[src/hw/pdvr_consts.svh]
`ifndef PDVR_CONSTS_SVH
`define PDVR_CONSTS_SVH

// Register offsets, page 0.
`define PDVR_OFS_RX_CTRL    8'h96
`define PDVR_OFS_RX_STAT    8'h97
`define PDVR_OFS_DRAIN      8'h98
`define PDVR_OFS_OT_CTRL    8'h99
`define PDVR_OFS_TMR_LO     8'hA0
`define PDVR_OFS_TMR_HI     8'hA1
`define PDVR_OFS_PAGE       8'hFF

// Field positions.
`define PDVR_B_THR_OVR      2
`define PDVR_B_THR_SEL_HI   1
`define PDVR_B_THR_SEL_LO   0
`define PDVR_B_RX_PRE       3
`define PDVR_B_RX_CRC       2
`define PDVR_B_RX_EOP       1
`define PDVR_B_RX_SOP       0
`define PDVR_B_VCONN_OFF    1
`define PDVR_B_VBUS_OFF     0
`define PDVR_B_OT_LIVE      4
`define PDVR_B_OT_ON        0
`define PDVR_B_PAGE         0

// Reset values.
`define PDVR_RST_BYTE       8'h00
`define PDVR_RST_WORD       16'h0000

// Timer unit and clock rate.
`define PDVR_MS_UNIT_US     1000
`define PDVR_CLK_KHZ        25000

`endif

[src/hw/pdvr_pkg.sv]
package pdvr_pkg;

    // Register access from the serial slave engine.
    typedef struct packed {
        logic       wr;
        logic       rd;
        logic [7:0] addr;
        logic [7:0] wdata;
    } pdvr_req_t;

    // Receive progress levels from the BMC receiver.
    typedef struct packed {
        logic preamble;
        logic crc_ok;
        logic eop;
        logic sop;
    } pdvr_rx_ev_t;

    // Receive threshold pairs, high level first.
    typedef enum logic [1:0] {
        THR_SNK = 2'h0,
        THR_SRC = 2'h1,
        THR_NEU = 2'h2,
        THR_MIX = 2'h3
    } pdvr_thr_t;

    typedef enum logic [1:0] {
        TMR_IDLE = 2'b01,
        TMR_RUN  = 2'b10
    } pdvr_tmr_state_t;

    typedef struct packed {
        logic [1:0]  thr_sel;
        logic        thr_ovr;
        pdvr_thr_t   thr_eff;
        pdvr_rx_ev_t rx_stat;
        logic        cable_off;
        logic        bus_off;
        logic        vconn_drain;
        logic        vbus_drain;
        logic        ot_on;
        logic [2:0]  ot_sync;
        logic        ot_live;
        logic [7:0]  tmr_lo;
        logic [7:0]  tmr_hi;
        logic        ld;
        logic [15:0] ld_val;
        logic        page;
        logic [7:0]  rdata;
    } pdvr_regs_st_t;

endpackage

[src/hw/pdvr_ms_timer.sv]
`include "pdvr_consts.svh"

module pdvr_ms_timer
    import pdvr_pkg::*;
#(
    parameter int unsigned TICK_CYCLES = 25000,
    parameter int unsigned CNT_W       = 16
)
(
    input  wire logic             clk_sys_in,   // System clock.
    input  wire logic             reset_n_in,   // Async reset, low.
    input  wire logic             load_in,      // Apply value, pulse.
    input  wire logic [CNT_W-1:0] value_in,     // Units of one ms.
    output logic                  expired_out,  // Reached zero, pulse.
    output logic                  running_out   // Counting.
);

    localparam int unsigned PRE_W = $clog2(TICK_CYCLES + 1);
    localparam logic [PRE_W-1:0] PRE_LAST = PRE_W'(TICK_CYCLES - 1);

    typedef struct packed {
        pdvr_tmr_state_t  state;
        logic [CNT_W-1:0] count;
        logic [PRE_W-1:0] pre;
        logic             expired;
        logic             running;
    } pdvr_tmr_st_t;

    pdvr_tmr_st_t st_ff;
    pdvr_tmr_st_t nxt_st;

    always_comb
    begin
        nxt_st = st_ff;
        nxt_st.expired = 1'b0;
        if (load_in)
        begin
            nxt_st.pre = '0;
            nxt_st.count = value_in;
            if (value_in != '0)
            begin
                nxt_st.state = TMR_RUN;
            end
            else
            begin
                nxt_st.state = TMR_IDLE;
            end
        end
        else
        begin
            case (st_ff.state)
                TMR_RUN:
                begin
                    if (st_ff.pre == PRE_LAST)
                    begin
                        nxt_st.pre = '0;
                        if (st_ff.count <= CNT_W'(1))
                        begin
                            nxt_st.count = '0;
                            nxt_st.state = TMR_IDLE;
                            nxt_st.expired = 1'b1;
                        end
                        else
                        begin
                            nxt_st.count = st_ff.count - CNT_W'(1);
                        end
                    end
                    else
                    begin
                        nxt_st.pre = st_ff.pre + PRE_W'(1);
                    end
                end
                default:
                begin
                    nxt_st.state = TMR_IDLE;
                end
            endcase
        end
        nxt_st.running = (nxt_st.state == TMR_RUN);
    end

    always_ff @(posedge clk_sys_in or negedge reset_n_in)
    begin
        if (!reset_n_in)
        begin
            st_ff <= '{state: TMR_IDLE, default: '0};
        end
        else
        begin
            st_ff <= nxt_st;
        end
    end

    assign expired_out = st_ff.expired;
    assign running_out = st_ff.running;
endmodule

[src/hw/pdvr_regs.sv]
// Behaviour
// - Override 0: role picks receive thresholds; override 1: select field picks.
// - Status bit 3 shows preamble received, zero otherwise.
// - Status bit 2 shows packet CRC good.
// - Status bit 1 shows end of packet received.
// - Status bit 0 shows start of packet received.
// - Cable power drains internally only while its off bit is 0.
// - Bus power drains internally only while its off bit is 0.
// - Control bit 4 reads the live over-temperature detector output.
// - Low byte is staged; writing high byte applies the 16-bit value.
// - Timer byte reads return written values, never the live count.
// - Non-zero value starts countdown; reaching zero raises expiry flag.
// - Zero value stops the timer with no expiry flag.
// - One timer unit lasts 1000 microseconds.
// - Page bit 0 selects page 0 or the test page.
`include "pdvr_consts.svh"

module pdvr_regs
    import pdvr_pkg::*;
#(
    parameter int unsigned TICK_CYCLES =
        `PDVR_MS_UNIT_US * `PDVR_CLK_KHZ / 1000,
    parameter int unsigned CNT_W       = 16
)
(
    input  wire logic        clk_sys_in,        // System clock.
    input  wire logic        reset_n_in,        // Async reset, low.
    input  wire pdvr_req_t   reg_req_in,        // Register access.
    input  wire pdvr_rx_ev_t rx_ev_in,          // Receiver progress.
    input  wire logic        power_role_in,     // 1 source, 0 sink.
    input  wire logic        vbus_discharge_in, // Bus drain wanted.
    input  wire logic        vconn_discharge_in,// Cable drain wanted.
    input  wire logic        overtemp_raw_in,   // Detector pin.
    output logic [7:0]       reg_rdata_out,     // Read data.
    output pdvr_thr_t        thr_eff_out,       // Threshold pair.
    output logic             vbus_drain_out,    // Internal bus drain.
    output logic             vconn_drain_out,   // Internal cable drain.
    output logic             overtemp_on_out,   // Detector enable.
    output logic             test_page_out,     // Test page selected.
    output logic             ms_timer_expired_out, // Expiry pulse.
    output logic             ms_timer_running_out  // Timer counting.
);

    pdvr_regs_st_t st_ff;
    pdvr_regs_st_t nxt_st;

    // Page 0 register read; reserved bits and unmapped offsets give zero.
    function automatic logic [7:0] read_byte(input pdvr_regs_st_t s,
                                             input logic [7:0]    a);
        logic [7:0] d;
        d = `PDVR_RST_BYTE;
        if (a == `PDVR_OFS_PAGE)
        begin
            d[`PDVR_B_PAGE] = s.page;
        end
        else if (s.page)
        begin
            d = `PDVR_RST_BYTE;
        end
        else if (a == `PDVR_OFS_RX_CTRL)
        begin
            d[`PDVR_B_THR_OVR] = s.thr_ovr;
            d[`PDVR_B_THR_SEL_HI:`PDVR_B_THR_SEL_LO] = s.thr_sel;
        end
        else if (a == `PDVR_OFS_RX_STAT)
        begin
            d[`PDVR_B_RX_PRE:`PDVR_B_RX_SOP] = s.rx_stat;
        end
        else if (a == `PDVR_OFS_DRAIN)
        begin
            d[`PDVR_B_VCONN_OFF] = s.cable_off;
            d[`PDVR_B_VBUS_OFF] = s.bus_off;
        end
        else if (a == `PDVR_OFS_OT_CTRL)
        begin
            d[`PDVR_B_OT_LIVE] = s.ot_live;
            d[`PDVR_B_OT_ON] = s.ot_on;
        end
        else if (a == `PDVR_OFS_TMR_LO)
        begin
            d = s.tmr_lo;
        end
        else if (a == `PDVR_OFS_TMR_HI)
        begin
            d = s.tmr_hi;
        end
        return d;
    endfunction

    always_comb
    begin
        nxt_st = st_ff;
        nxt_st.ld = 1'b0;

        // Three-stage sampling; the level moves once stages two and three agree.
        nxt_st.ot_sync = {st_ff.ot_sync[1:0], overtemp_raw_in};
        if (st_ff.ot_sync[1] == st_ff.ot_sync[2])
        begin
            nxt_st.ot_live = st_ff.ot_sync[2];
        end

        nxt_st.rx_stat = rx_ev_in;

        if (st_ff.thr_ovr)
        begin
            nxt_st.thr_eff = pdvr_thr_t'(st_ff.thr_sel);
        end
        else if (power_role_in)
        begin
            nxt_st.thr_eff = THR_SRC;
        end
        else
        begin
            nxt_st.thr_eff = THR_SNK;
        end

        nxt_st.vconn_drain = vconn_discharge_in && !st_ff.cable_off;
        nxt_st.vbus_drain = vbus_discharge_in && !st_ff.bus_off;

        if (reg_req_in.wr)
        begin
            if (reg_req_in.addr == `PDVR_OFS_PAGE)
            begin
                nxt_st.page = reg_req_in.wdata[`PDVR_B_PAGE];
            end
            else if (st_ff.page)
            begin
                nxt_st.page = st_ff.page;
            end
            else if (reg_req_in.addr == `PDVR_OFS_RX_CTRL)
            begin
                nxt_st.thr_ovr = reg_req_in.wdata[`PDVR_B_THR_OVR];
                nxt_st.thr_sel =
                    reg_req_in.wdata[`PDVR_B_THR_SEL_HI:`PDVR_B_THR_SEL_LO];
            end
            else if (reg_req_in.addr == `PDVR_OFS_DRAIN)
            begin
                nxt_st.cable_off = reg_req_in.wdata[`PDVR_B_VCONN_OFF];
                nxt_st.bus_off = reg_req_in.wdata[`PDVR_B_VBUS_OFF];
            end
            else if (reg_req_in.addr == `PDVR_OFS_OT_CTRL)
            begin
                nxt_st.ot_on = reg_req_in.wdata[`PDVR_B_OT_ON];
            end
            else if (reg_req_in.addr == `PDVR_OFS_TMR_LO)
            begin
                nxt_st.tmr_lo = reg_req_in.wdata;
            end
            else if (reg_req_in.addr == `PDVR_OFS_TMR_HI)
            begin
                // The staged low byte pairs with this write.
                nxt_st.tmr_hi = reg_req_in.wdata;
                nxt_st.ld = 1'b1;
                nxt_st.ld_val = {reg_req_in.wdata, st_ff.tmr_lo};
            end
        end

        if (reg_req_in.rd)
        begin
            nxt_st.rdata = read_byte(st_ff, reg_req_in.addr);
        end
    end

    always_ff @(posedge clk_sys_in or negedge reset_n_in)
    begin
        if (!reset_n_in)
        begin
            st_ff <= '{thr_eff: THR_SNK, ld_val: `PDVR_RST_WORD,
                       default: '0};
        end
        else
        begin
            st_ff <= nxt_st;
        end
    end

    pdvr_ms_timer #(
        .TICK_CYCLES (TICK_CYCLES),
        .CNT_W       (CNT_W)
    ) pdvr_ms_timer_i (
        .clk_sys_in  (clk_sys_in),
        .reset_n_in  (reset_n_in),
        .load_in     (st_ff.ld),
        .value_in    (st_ff.ld_val[CNT_W-1:0]),
        .expired_out (ms_timer_expired_out),
        .running_out (ms_timer_running_out)
    );

    assign reg_rdata_out = st_ff.rdata;
    assign thr_eff_out = st_ff.thr_eff;
    assign vbus_drain_out = st_ff.vbus_drain;
    assign vconn_drain_out = st_ff.vconn_drain;
    assign overtemp_on_out = st_ff.ot_on;
    assign test_page_out = st_ff.page;

    wire wr0 = reg_req_in.wr && !st_ff.page;
    wire rd0 = reg_req_in.rd && !st_ff.page;
endmodule

[config.mk]
export PLATFORM = sky130hd
export DESIGN_NAME = pdvr_regs
export DESIGN_NICKNAME = d
export VERILOG_FILES = /design/src/hw/pdvr_pkg.sv /design/src/hw/pdvr_ms_timer.sv /design/src/hw/pdvr_regs.sv
export VERILOG_INCLUDE_DIRS = /design/src /design/src/hw
export SDC_FILE = /design/constraint.sdc
export NUM_CORES = 1
export LEC_CHECK = 0
export BUFFER_PORTS_ARGS = -buffer_cell sky130_fd_sc_hd__clkbuf_2
export CAP_MARGIN = 25
export CORE_UTILIZATION = 35
export CTS_CLUSTER_DIAMETER = 150
export DETAILED_ROUTE_END_ITERATION = 16
export GPL_ROUTABILITY_DRIVEN = 0
export REMOVE_ABC_BUFFERS = 1
export SYNTH_ARGS = -nofsm -noshare
export SYNTH_HDL_FRONTEND = slang
export SYNTH_SLANG_ARGS = --single-unit
export TNS_END_PERCENT = 1
[constraint.sdc]
create_clock -name clk_sys_in -period 2.12 [get_ports clk_sys_in]
set_input_delay 0.212 -clock clk_sys_in [delete_from_list [all_inputs] [get_ports clk_sys_in]]
set_output_delay 0.212 -clock clk_sys_in [all_outputs]
set_load 0.01 [all_outputs]
==> impl_metrics.py, run 1 <==
metrics = {
    "placed_design": {
        "numPortBuffers": 43,
        "place_hpwl_mm": 7.57,
        "post-place-ws_ns": -0.0726,
        "place_area_mm2": 0.00489,
    },
    "clocking": {
        "cts.path.max_buffers": 2,
        "clk_latency_ns": 0.34,
        "cts_root_buf": "clkbuf_16",
        "cts_made_buffers": 9,
        "clkSinkCount": 87,
        "cts_tree": "done",
        "cts.clk_slew.worst_paths_ns": 0.07,
        "htreeDepth": 3,
    },
    "routing": {
        "dr.pass1.iters": 5,
        "drc": 0,
        "drtIter0Drc": 223,
        "vias": 3564,
        "ant_nets": 0,
        "vias_per_cell": 5.64,
        "routed_wl_mm": 10.7,
        "wl_per_cell_um": 16.9,
    },
    "synth": {
        "synth_area_mm2": 0.00426,
        "yosysTopAreaCellShare": 0.505,
        "yosys.area.top_type": "dfrtp_1",
        "synth_common_cells": "dfrtp_1, nand2_1, mux2_2, o21ai_0, nand3_1",
        "yosys_warnings": 0,
        "ys_top_cells_by_area": "dfrtp_1, mux2_2, nand2_1",
        "ys_async_sr_fraction": 1.00,
        "syn_avg_cell_area_um2": 10.9,
        "ys_seq_area_frac": 0.511,
        "ys_seq_elements": 87,
        "synth_edf_count": 0,
        "synthCells": 391,
        "yosysMostFrequentCell": "dfrtp_1",
        "synth_cell_types": 62,
        "synthFlopType": "dfrtp_1",
    },
    "critical_path": {
        "startpoint": "pdvr_ms_timer_i.st_ff[14]",
        "slowest_delay_ns": 0.39,
        "r2r-start": "pdvr_ms_timer_i.st_ff[14]",
        "rr_worst_depth": 7,
        "arrival_ns": 2.32,
        "crit_path_start_kind": "flop",
        "slowest_stage": "a211o_4",
        "crit_buf_inv": 2,
        "crit_path_max_fanout": 6,
        "cpMostUsedCell": "buf_4",
        "cp.required_ns": 2.36,
        "end_kind": "flop",
        "cp_top_family": "compound AO/OA/AOI/OAI gates",
        "cp_num_cells": 7,
        "critPathKind": "flop to flop",
        "crit_path_cell_trace": "buf_4 > nor4bb_2 > nand4_1 > a211o_4 > buf_4 > a21o_1 > a221oi_1",
    },
    "sta": {
        "hold_viol": 0,
        "slew_headroom": 0.669,
        "finalSetupViolations": 0,
        "rsz0062_at_grt": "true",
        "max_freq_mhz": 480,
        "period_needed_ns": 2.08,
        "worst_pin_slew_ns": 0.497,
        "drv_slew": 0,
        "fin_crit_sh": 0.983,
        "finalClockSkew_ns": 0.00847,
        "setup_slack_ns": 0.0364,
        "hold_ws_ns": 0.0977,
    },
    "run": {
        "maxCapViolations": 0,
    },
    "run_status": {
        "status": "finished, final reports clean",
    },
    "floorplan": {
        "pin_count": 44,
        "num_rows": 39,
        "die_y_um": 112,
        "die_area_mm2": 0.0126,
        "core_mm2": 0.0117,
        "die_w_um": 112,
        "start_util": 0.365,
    },
    "final_layout": {
        "drive_gt1_frac": 0.348,
        "num_antenna_cells": 0,
        "utilization": 0.465,
        "final_area_mm2": 0.00542,
        "nets": 515,
        "area_growth_pct": 27.2,
    },
    "hold_path": {
        "hp-start": "vbus_discharge_in",
        "hold_path_class": "input port to flop",
        "min_path_cells": 2,
    },
    "grt": {
        "antenna_found_initial": 0,
        "grt_use_total": 0.177,
        "grt_max_degree": 52,
        "grt_overflow": 0,
        "grt_first_pass_wirelength_mm": 17.6,
        "grt_pass1_vias": 3456,
    },
    "power": {
        "p_per_area_mw_per_mm2": 653,
        "leakage_nw": 2.61,
        "ir_drop_v": 0.000338,
    },
}
[layer usage]
metal  part of all wire  track usage  vias up
li1                   -            -     1649
met1               0.45        0.241     1777
met2               0.48        0.282      119
met3              0.055       0.0394       19
met4              0.015       0.0560        0
met5                  0            0        -
[repair_timing]
item,in CTS,in global routing
gates resized for setup,2,16
hold buffers,6,0
pin swaps,2,9
endpoints found under the hold margin,41,0
buffers inserted,0,10
setup endpoints to repair,7,25
[path summary, 6_finish.rpt]
| check | slack [ns] | endpoint |
|---|---|---|
| worst min register to register | 0.36 | nxt_st[45] |
| max in group asynchronous | 1.07 | pdvr_ms_timer_i.st_ff[33] |
| min in group asynchronous | 0.39 | pdvr_ms_timer_i.st_ff[21] |
| worst max-delay path | 0.04 | pdvr_ms_timer_i.st_ff[31] |
| worst min-delay path | 0.1 | vbus_drain_out |
| worst max register to register | 0.04 | pdvr_ms_timer_i.st_ff[31] |
[cells by family (layout without fill, tap and decap cells)]
logic type      count (synthesis)  count (layout)  synth area share
flops                          87              87             0.511
compound gates                 93              93             0.159
buf+inv                        38             136            0.0429
mux                            41              41             0.109
simple gates                  126             126             0.163
fa+ha+maj                       4               4            0.0112
xor+xnor                        2               2           0.00411
[sequential cells by signal, summed over array words and instances (netlist names)]
register and count:
thr_eff_out 2, pdvr_ms_timer_i.st_ff 33, nxt_st 2, reg_rdata_out 8, vbus_drain_out 1, st_ff 36, pdvr_ms_timer_i.running_out 1, test_page_out 1
vconn_drain_out 1, pdvr_ms_timer_i.expired_out 1, overtemp_on_out 1
[power by group]
part | switching (mW) | total [mW] | leakage, nW | internal, mW
logic | 0.109 | 0.199 | 1.28 | 0.0902
registers | 0.0290 | 1.73 | 1.18 | 1.70
clock network | 0.687 | 1.61 | 0.149 | 0.925
[cell type report]
| class | instances | area (um2) |
|---|---|---|
| sequential | 87 | 2180 |
| inverter | 14 | 52.6 |
| clock buffer | 10 | 229 |
| multi-input combinational | 266 | 1980 |
| tap | 143 | 179 |
| clock inverter | 6 | 68.8 |
| fill | 1096 | 6240 |
| timing repair buffer | 106 | 734 |
[worst register-to-register path, delay by kind of cell, from the launching register on]
family	cells	cell delay (ns)
flip-flops	1	0.38
AO/OA/AOI/OAI	3	0.76
buffers and inverters	2	0.31
AND/OR/NAND/NOR	2	0.53
[through the flow]
step           std cells  TNS, ns  total power [mW]
2_1_floorplan        367   -0.718              1.82
3_3_place_gp         600   -0.103              1.94
3_5_place_dp         600   -0.190              1.94
4_1_cts              622  -0.0778              3.56
5_1_grt              632  -0.0919              3.67
6_report             632        0              3.54
[cells in the final DEF, fill, tap and decap left out, drive strengths merged, types with 3 or more instances in the layout]
master       Yosys  final
and2             5      5
buf             12     58
nand4            5      5
o21ai           19     19
mux2            34     34
and3             6      6
o31ai            6      6
o2bb2ai          5      5
nor2            14     14
clkinv           1      4
o311ai           3      3
dlygate4sd3      0      6
mux2i            6      6
nor2b            4      4
a211oi           3      3
or4              4      4
nand3           14     14
nor4            10     10
dfrtp           86     86
nand2           36     36
inv             13     15
nor3            11     11
o211ai           9      9
a21oi           12     12
nor3b            3      3
clkbuf          12     52
or3              4      4
ha               3      3
a21o             6      6
a22oi            4      4
a221o            7      7
a22o             4      4
Note: power is estimated with default switching activity, not from simulation.
==> inputs of run 2 (changes only) <==
clock period = 2.17 ns   (was 2.12 ns; I/O delays follow)
==> impl_metrics.py, run 2 (same netlist as run 1, synthesis figures left out) <==
metrics = {
    "placed_design": {
        "post-place-ws_ns": -0.0467,
        "dp_cells": 588,
        "numPortBuffers": 43,
        "place_area_mm2": 0.00480,
        "place_hpwl_mm": 7.31,
    },
    "grt": {
        "antenna_found_initial": 0,
        "grt_overflow": 0,
        "grt_use_total": 0.171,
        "grt_pass1_vias": 3300,
        "grt_max_degree": 49,
        "grt_first_pass_wirelength_mm": 17.1,
    },
    "critical_path": {
        "arrival_ns": 2.32,
        "crit_buf_inv": 1,
        "crit_path_start_kind": "flop",
        "r2r_setup_slack_ns": 0.07,
        "slowest_stage": "or3_1",
        "end_kind": "flop",
        "cp_top_family": "simple AND/OR/NAND/NOR gates",
        "startpoint": "pdvr_ms_timer_i.st_ff[30]",
        "r2r-start": "pdvr_ms_timer_i.st_ff[30]",
        "reg2reg_to": "pdvr_ms_timer_i.st_ff[25]",
        "critPathKind": "flop to flop",
        "crit_path_max_fanout": 7,
        "crit_end": "pdvr_ms_timer_i.st_ff[25]",
        "rr_worst_depth": 6,
        "crit_path_cell_trace": "or3_1 > nor4_2 > a211oi_1 > buf_4 > a21o_1 > a221o_1",
        "cp_num_cells": 6,
        "cp.required_ns": 2.39,
        "slowest_delay_ns": 0.42,
    },
    "clocking": {
        "clkSinkCount": 87,
        "cts.path.max_buffers": 2,
        "htreeDepth": 3,
        "cts_tree": "done",
        "cts_root_buf": "clkbuf_16",
        "cts_made_buffers": 9,
        "clk_latency_ns": 0.33,
        "cts.clk_slew.worst_paths_ns": 0.07,
    },
    "power": {
        "ir_drop_v": 0.000402,
        "p_per_area_mw_per_mm2": 666,
        "leakage_nw": 2.48,
        "p_total_mw": 3.46,
    },
    "floorplan": {
        "start_util": 0.365,
        "die_area_mm2": 0.0126,
        "die_w_um": 112,
        "num_rows": 39,
        "core_mm2": 0.0117,
        "pin_count": 44,
        "die_y_um": 112,
    },
    "run": {
        "maxCapViolations": 0,
    },
    "final_layout": {
        "num-fill-cells": 1081,
        "nets": 494,
        "multiInputGateArea_mm2": 0.00192,
        "register_area_mm2": 0.00218,
        "num_antenna_cells": 0,
        "final_common_cell": "dfrtp_1",
        "final_area_mm2": 0.00520,
        "layout_common_cells": "dfrtp_1, clkbuf_2, buf_4",
        "drive_gt1_frac": 0.306,
        "area_growth_pct": 22.0,
        "finalNonFillerCells": 611,
        "largest_reg_flops": 36,
        "regMostFlops": "st_ff",
    },
    "sta": {
        "drv_slew": 0,
        "finalSetupViolations": 0,
        "period_needed_ns": 2.10,
        "max_freq_mhz": 477,
        "rsz0062_at_grt": "true",
        "setup_slack_ns": 0.0731,
        "slew_headroom": 0.655,
        "hold_viol": 0,
        "finalClockSkew_ns": 0.00687,
        "fin_crit_sh": 0.966,
        "hold_ws_ns": 0.112,
        "worst_pin_slew_ns": 0.518,
    },
    "routing": {
        "vias_per_cell": 5.55,
        "drc": 0,
        "ant_nets": 0,
        "wl_per_cell_um": 16.5,
        "dr.pass1.iters": 4,
        "drtIter0Drc": 161,
        "routed_wl_mm": 10.1,
        "vias": 3391,
    },
    "hold_path": {
        "min_path_cells": 2,
        "hold_path_class": "input port to flop",
    },
    "run_status": {
        "status": "finished, final reports clean",
    },
}
[run 2: layer usage]
| layer | GRT usage | part of all wire | routed length (um) | vias to the layer above |
|---|---|---|---|---|
| met4 | 0.0382 | 0.0098 | 99 | 0 |
| met1 | 0.247 | 0.49 | 4920 | 1696 |
| met5 | 0 | 0 | 0 | - |
| met2 | 0.265 | 0.47 | 4710 | 78 |
| met3 | 0.0329 | 0.034 | 339 | 8 |
| li1 | - | - | - | 1609 |
[run 2: per-stage QoR]
stage | util | setup TNS (ns)
after floorplan | - | -0.264
after global placement | 0.412 | -0.0455
after detailed placement | 0.412 | -0.0847
after CTS | 0.444 | 0
after global routing | 0.446 | -0.126
final | 0.446 | 0
[run 2: worst min-delay path by stage]
stage	to	startpoint	slack [ns]
5_1_grt	vbus_drain_out	vbus_discharge_in	0.10
3_5_place_dp	pdvr_ms_timer_i.st_ff[30]	reset_n_in	0.24
6_report	vbus_drain_out	vbus_discharge_in	0.11
2_1_floorplan	nxt_st[44]	reset_n_in	-0.08
4_1_cts	vbus_drain_out	vbus_discharge_in	0.11
3_3_place_gp	pdvr_ms_timer_i.st_ff[30]	reset_n_in	0.23
[run 2: layout make-up]
type	instances	area share
repair buffers	85	0.108
multi-input cells	266	0.370
clock buffers	10	0.0441
inverters	14	0.0101
well taps	143	0.0344
clock inverters	6	0.0147
flip-flops and latches	87	0.419
[run 2: what timing repair did]
action	4_1_cts	5_1_grt
setup endpoints to repair	7	17
resized for setup	2	5
hold buffers	6	0
pin swaps	2	1
hold endpoints to repair	43	0
buffers inserted	0	1
[run 2: power breakdown]
group	internal, mW	leakage, nW	switching, mW
Sequential	1.66	1.18	0.0277
Combinational	0.0821	1.15	0.103
Clock	0.916	0.150	0.675
Total	2.66	2.48	0.806
==> inputs of run 3 (changes only) <==
clock period = 2.46 ns   (was 2.17 ns; I/O delays follow)
==> impl_metrics.py, run 3 (same netlist as run 1, synthesis figures left out) <==
metrics = {
    "final_layout": {
        "area_growth_pct": 16.4,
        "regMostFlops": "st_ff",
        "num-fill-cells": 1118,
        "nets": 470,
        "multiInputGateArea_mm2": 0.00190,
        "final_common_cell": "dfrtp_1",
        "register_area_mm2": 0.00218,
        "layout_common_cells": "dfrtp_1, clkbuf_2, nand2_1",
        "final_area_mm2": 0.00496,
        "largest_reg_flops": 36,
        "drive_gt1_frac": 0.264,
        "num_antenna_cells": 0,
    },
    "routing": {
        "wl_per_cell_um": 16.9,
        "ant_nets": 0,
        "drc": 0,
        "dr.pass1.iters": 4,
        "drtIter0Drc": 194,
        "vias_per_cell": 5.68,
        "routed_wl_mm": 9.91,
        "vias": 3336,
    },
    "clocking": {
        "clk_latency_ns": 0.35,
        "cts_made_buffers": 9,
        "cts_tree": "done",
        "clkSinkCount": 87,
        "cts.clk_slew.worst_paths_ns": 0.06,
        "cts_root_buf": "clkbuf_16",
        "cts.path.max_buffers": 2,
        "htreeDepth": 3,
    },
    "critical_path": {
        "end_kind": "flop",
        "arrival_ns": 2.50,
        "cp.required_ns": 2.69,
        "crit_path_max_fanout": 9,
        "critPathKind": "flop to flop",
        "crit_path_start_kind": "flop",
    },
    "grt": {
        "grt_pass1_vias": 3287,
        "grt_overflow": 0,
        "grtUsageMet3": 0.0529,
        "grt_max_degree": 68,
        "busiest_layer": "met2",
        "grt_first_pass_wirelength_mm": 16.7,
        "grtUsageMet1": 0.227,
        "use_met2": 0.267,
        "grt_use_total": 0.169,
        "antenna_found_initial": 0,
    },
    "floorplan": {
        "pin_count": 44,
        "die_area_mm2": 0.0126,
        "start_util": 0.365,
        "die_w_um": 112,
        "num_rows": 39,
        "core_mm2": 0.0117,
        "die_y_um": 112,
    },
    "run_status": {
        "status": "finished with violations",
        "violations": "hold timing",
    },
    "sta": {
        "finalSetupViolations": 0,
        "timing.setup.tns_ns": 0,
        "finalClockSkew_ns": 0.0106,
        "drv_slew": 0,
        "worst_pin_slew_ns": 0.862,
        "max_freq_mhz": 440,
        "hold_ws_ns": -0.000436,
        "fin_crit_sh": 0.925,
        "period_needed_ns": 2.27,
        "hold_viol": 1,
        "rsz0062_at_grt": "false",
        "slew_headroom": 0.426,
    },
    "placed_design": {
        "place_hpwl_mm": 7.04,
        "numPortBuffers": 43,
        "place_area_mm2": 0.00463,
    },
    "power": {
        "seqPwrFrac": 0.502,
        "leakage_nw": 2.35,
        "ir_drop_v": 0.000356,
        "comb_power_share": 0.054,
        "pwr-share-clk": 0.444,
        "p_sw_frac": 0.245,
        "switchingPower_mw": 0.726,
        "internal-power_mw": 2.23,
        "p_per_area_mw_per_mm2": 597,
    },
    "hold_path": {
        "hold_path_class": "input port to async pin",
    },
    "run": {
        "maxCapViolations": 0,
    },
}
## run 3: cell type report
type | instances | share of cell area
flip-flops and latches | 87 | 0.439
inverters | 14 | 0.0106
clock buffers | 9 | 0.0454
repair buffers | 61 | 0.0731
multi-input cells | 266 | 0.384
well taps | 143 | 0.0361
clock inverters | 7 | 0.0121
## run 3: stage by stage
stage / setup slack, ns / total power [mW] / utilization / instances
2_1_floorplan: 0.207 / 1.57 / - / 367
3_3_place_gp: 0.216 / 1.67 / 0.397 / 567
3_5_place_dp: 0.168 / 1.67 / 0.397 / 567
4_1_cts: 0.156 / 3.00 / 0.425 / 587
5_1_grt: 0.0395 / 3.07 / 0.425 / 587
6_report: 0.185 / 2.96 / 0.425 / 587
## run 3: power groups by stage
stage	clock network (mW)	registers [mW]	logic (mW)
final	1.31	1.49	0.158
after global routing	1.40	1.49	0.178
after CTS	1.35	1.49	0.163
after detailed placement	0	1.51	0.157
after global placement	0	1.51	0.155
after floorplan	0	1.51	0.0625
## run 3: worst paths after layout
kind,cells past startpoint,slack (ns),startpoint,end
setup / recovery,5,0.19,pdvr_ms_timer_i.st_ff[6],pdvr_ms_timer_i.st_ff[25]
hold / removal,1,-0.0004,reset_n_in,pdvr_ms_timer_i.st_ff[34]
setup reg to reg,5,0.19,pdvr_ms_timer_i.st_ff[6],pdvr_ms_timer_i.st_ff[25]
hold reg to reg,0,0.36,nxt_st[44],nxt_st[45]
max in group asynchronous,2,1.74,reset_n_in,thr_eff_out[0]
min in group clk_sys_in,1,0.03,rx_ev_in[2],st_ff[53]
## run 3: worst max-delay path, stage by stage, from the launching register on
cell	delay, ns
dfrtp_1	0.44
or4b_1	0.57
nor4_4	0.46
a21oi_2	0.22
a21o_1	0.20
a221o_1	0.28
## run 3: per-layer routing
metal | part of all wire | wire length [um] | up-vias
li1 | - | - | 1564
met2 | 0.47 | 4670 | 98
met5 | 0 | 0 | -
met3 | 0.059 | 581 | 9
met1 | 0.46 | 4580 | 1665
met4 | 0.0075 | 74 | 0
## run 3: timing repair
item | in CTS | in global routing
setup endpoints to repair | 0 | 1
resized for setup | 0 | 1
hold buffers | 4 | 0
setup buffers | 0 | 0
hold endpoints to repair | 4 | 0
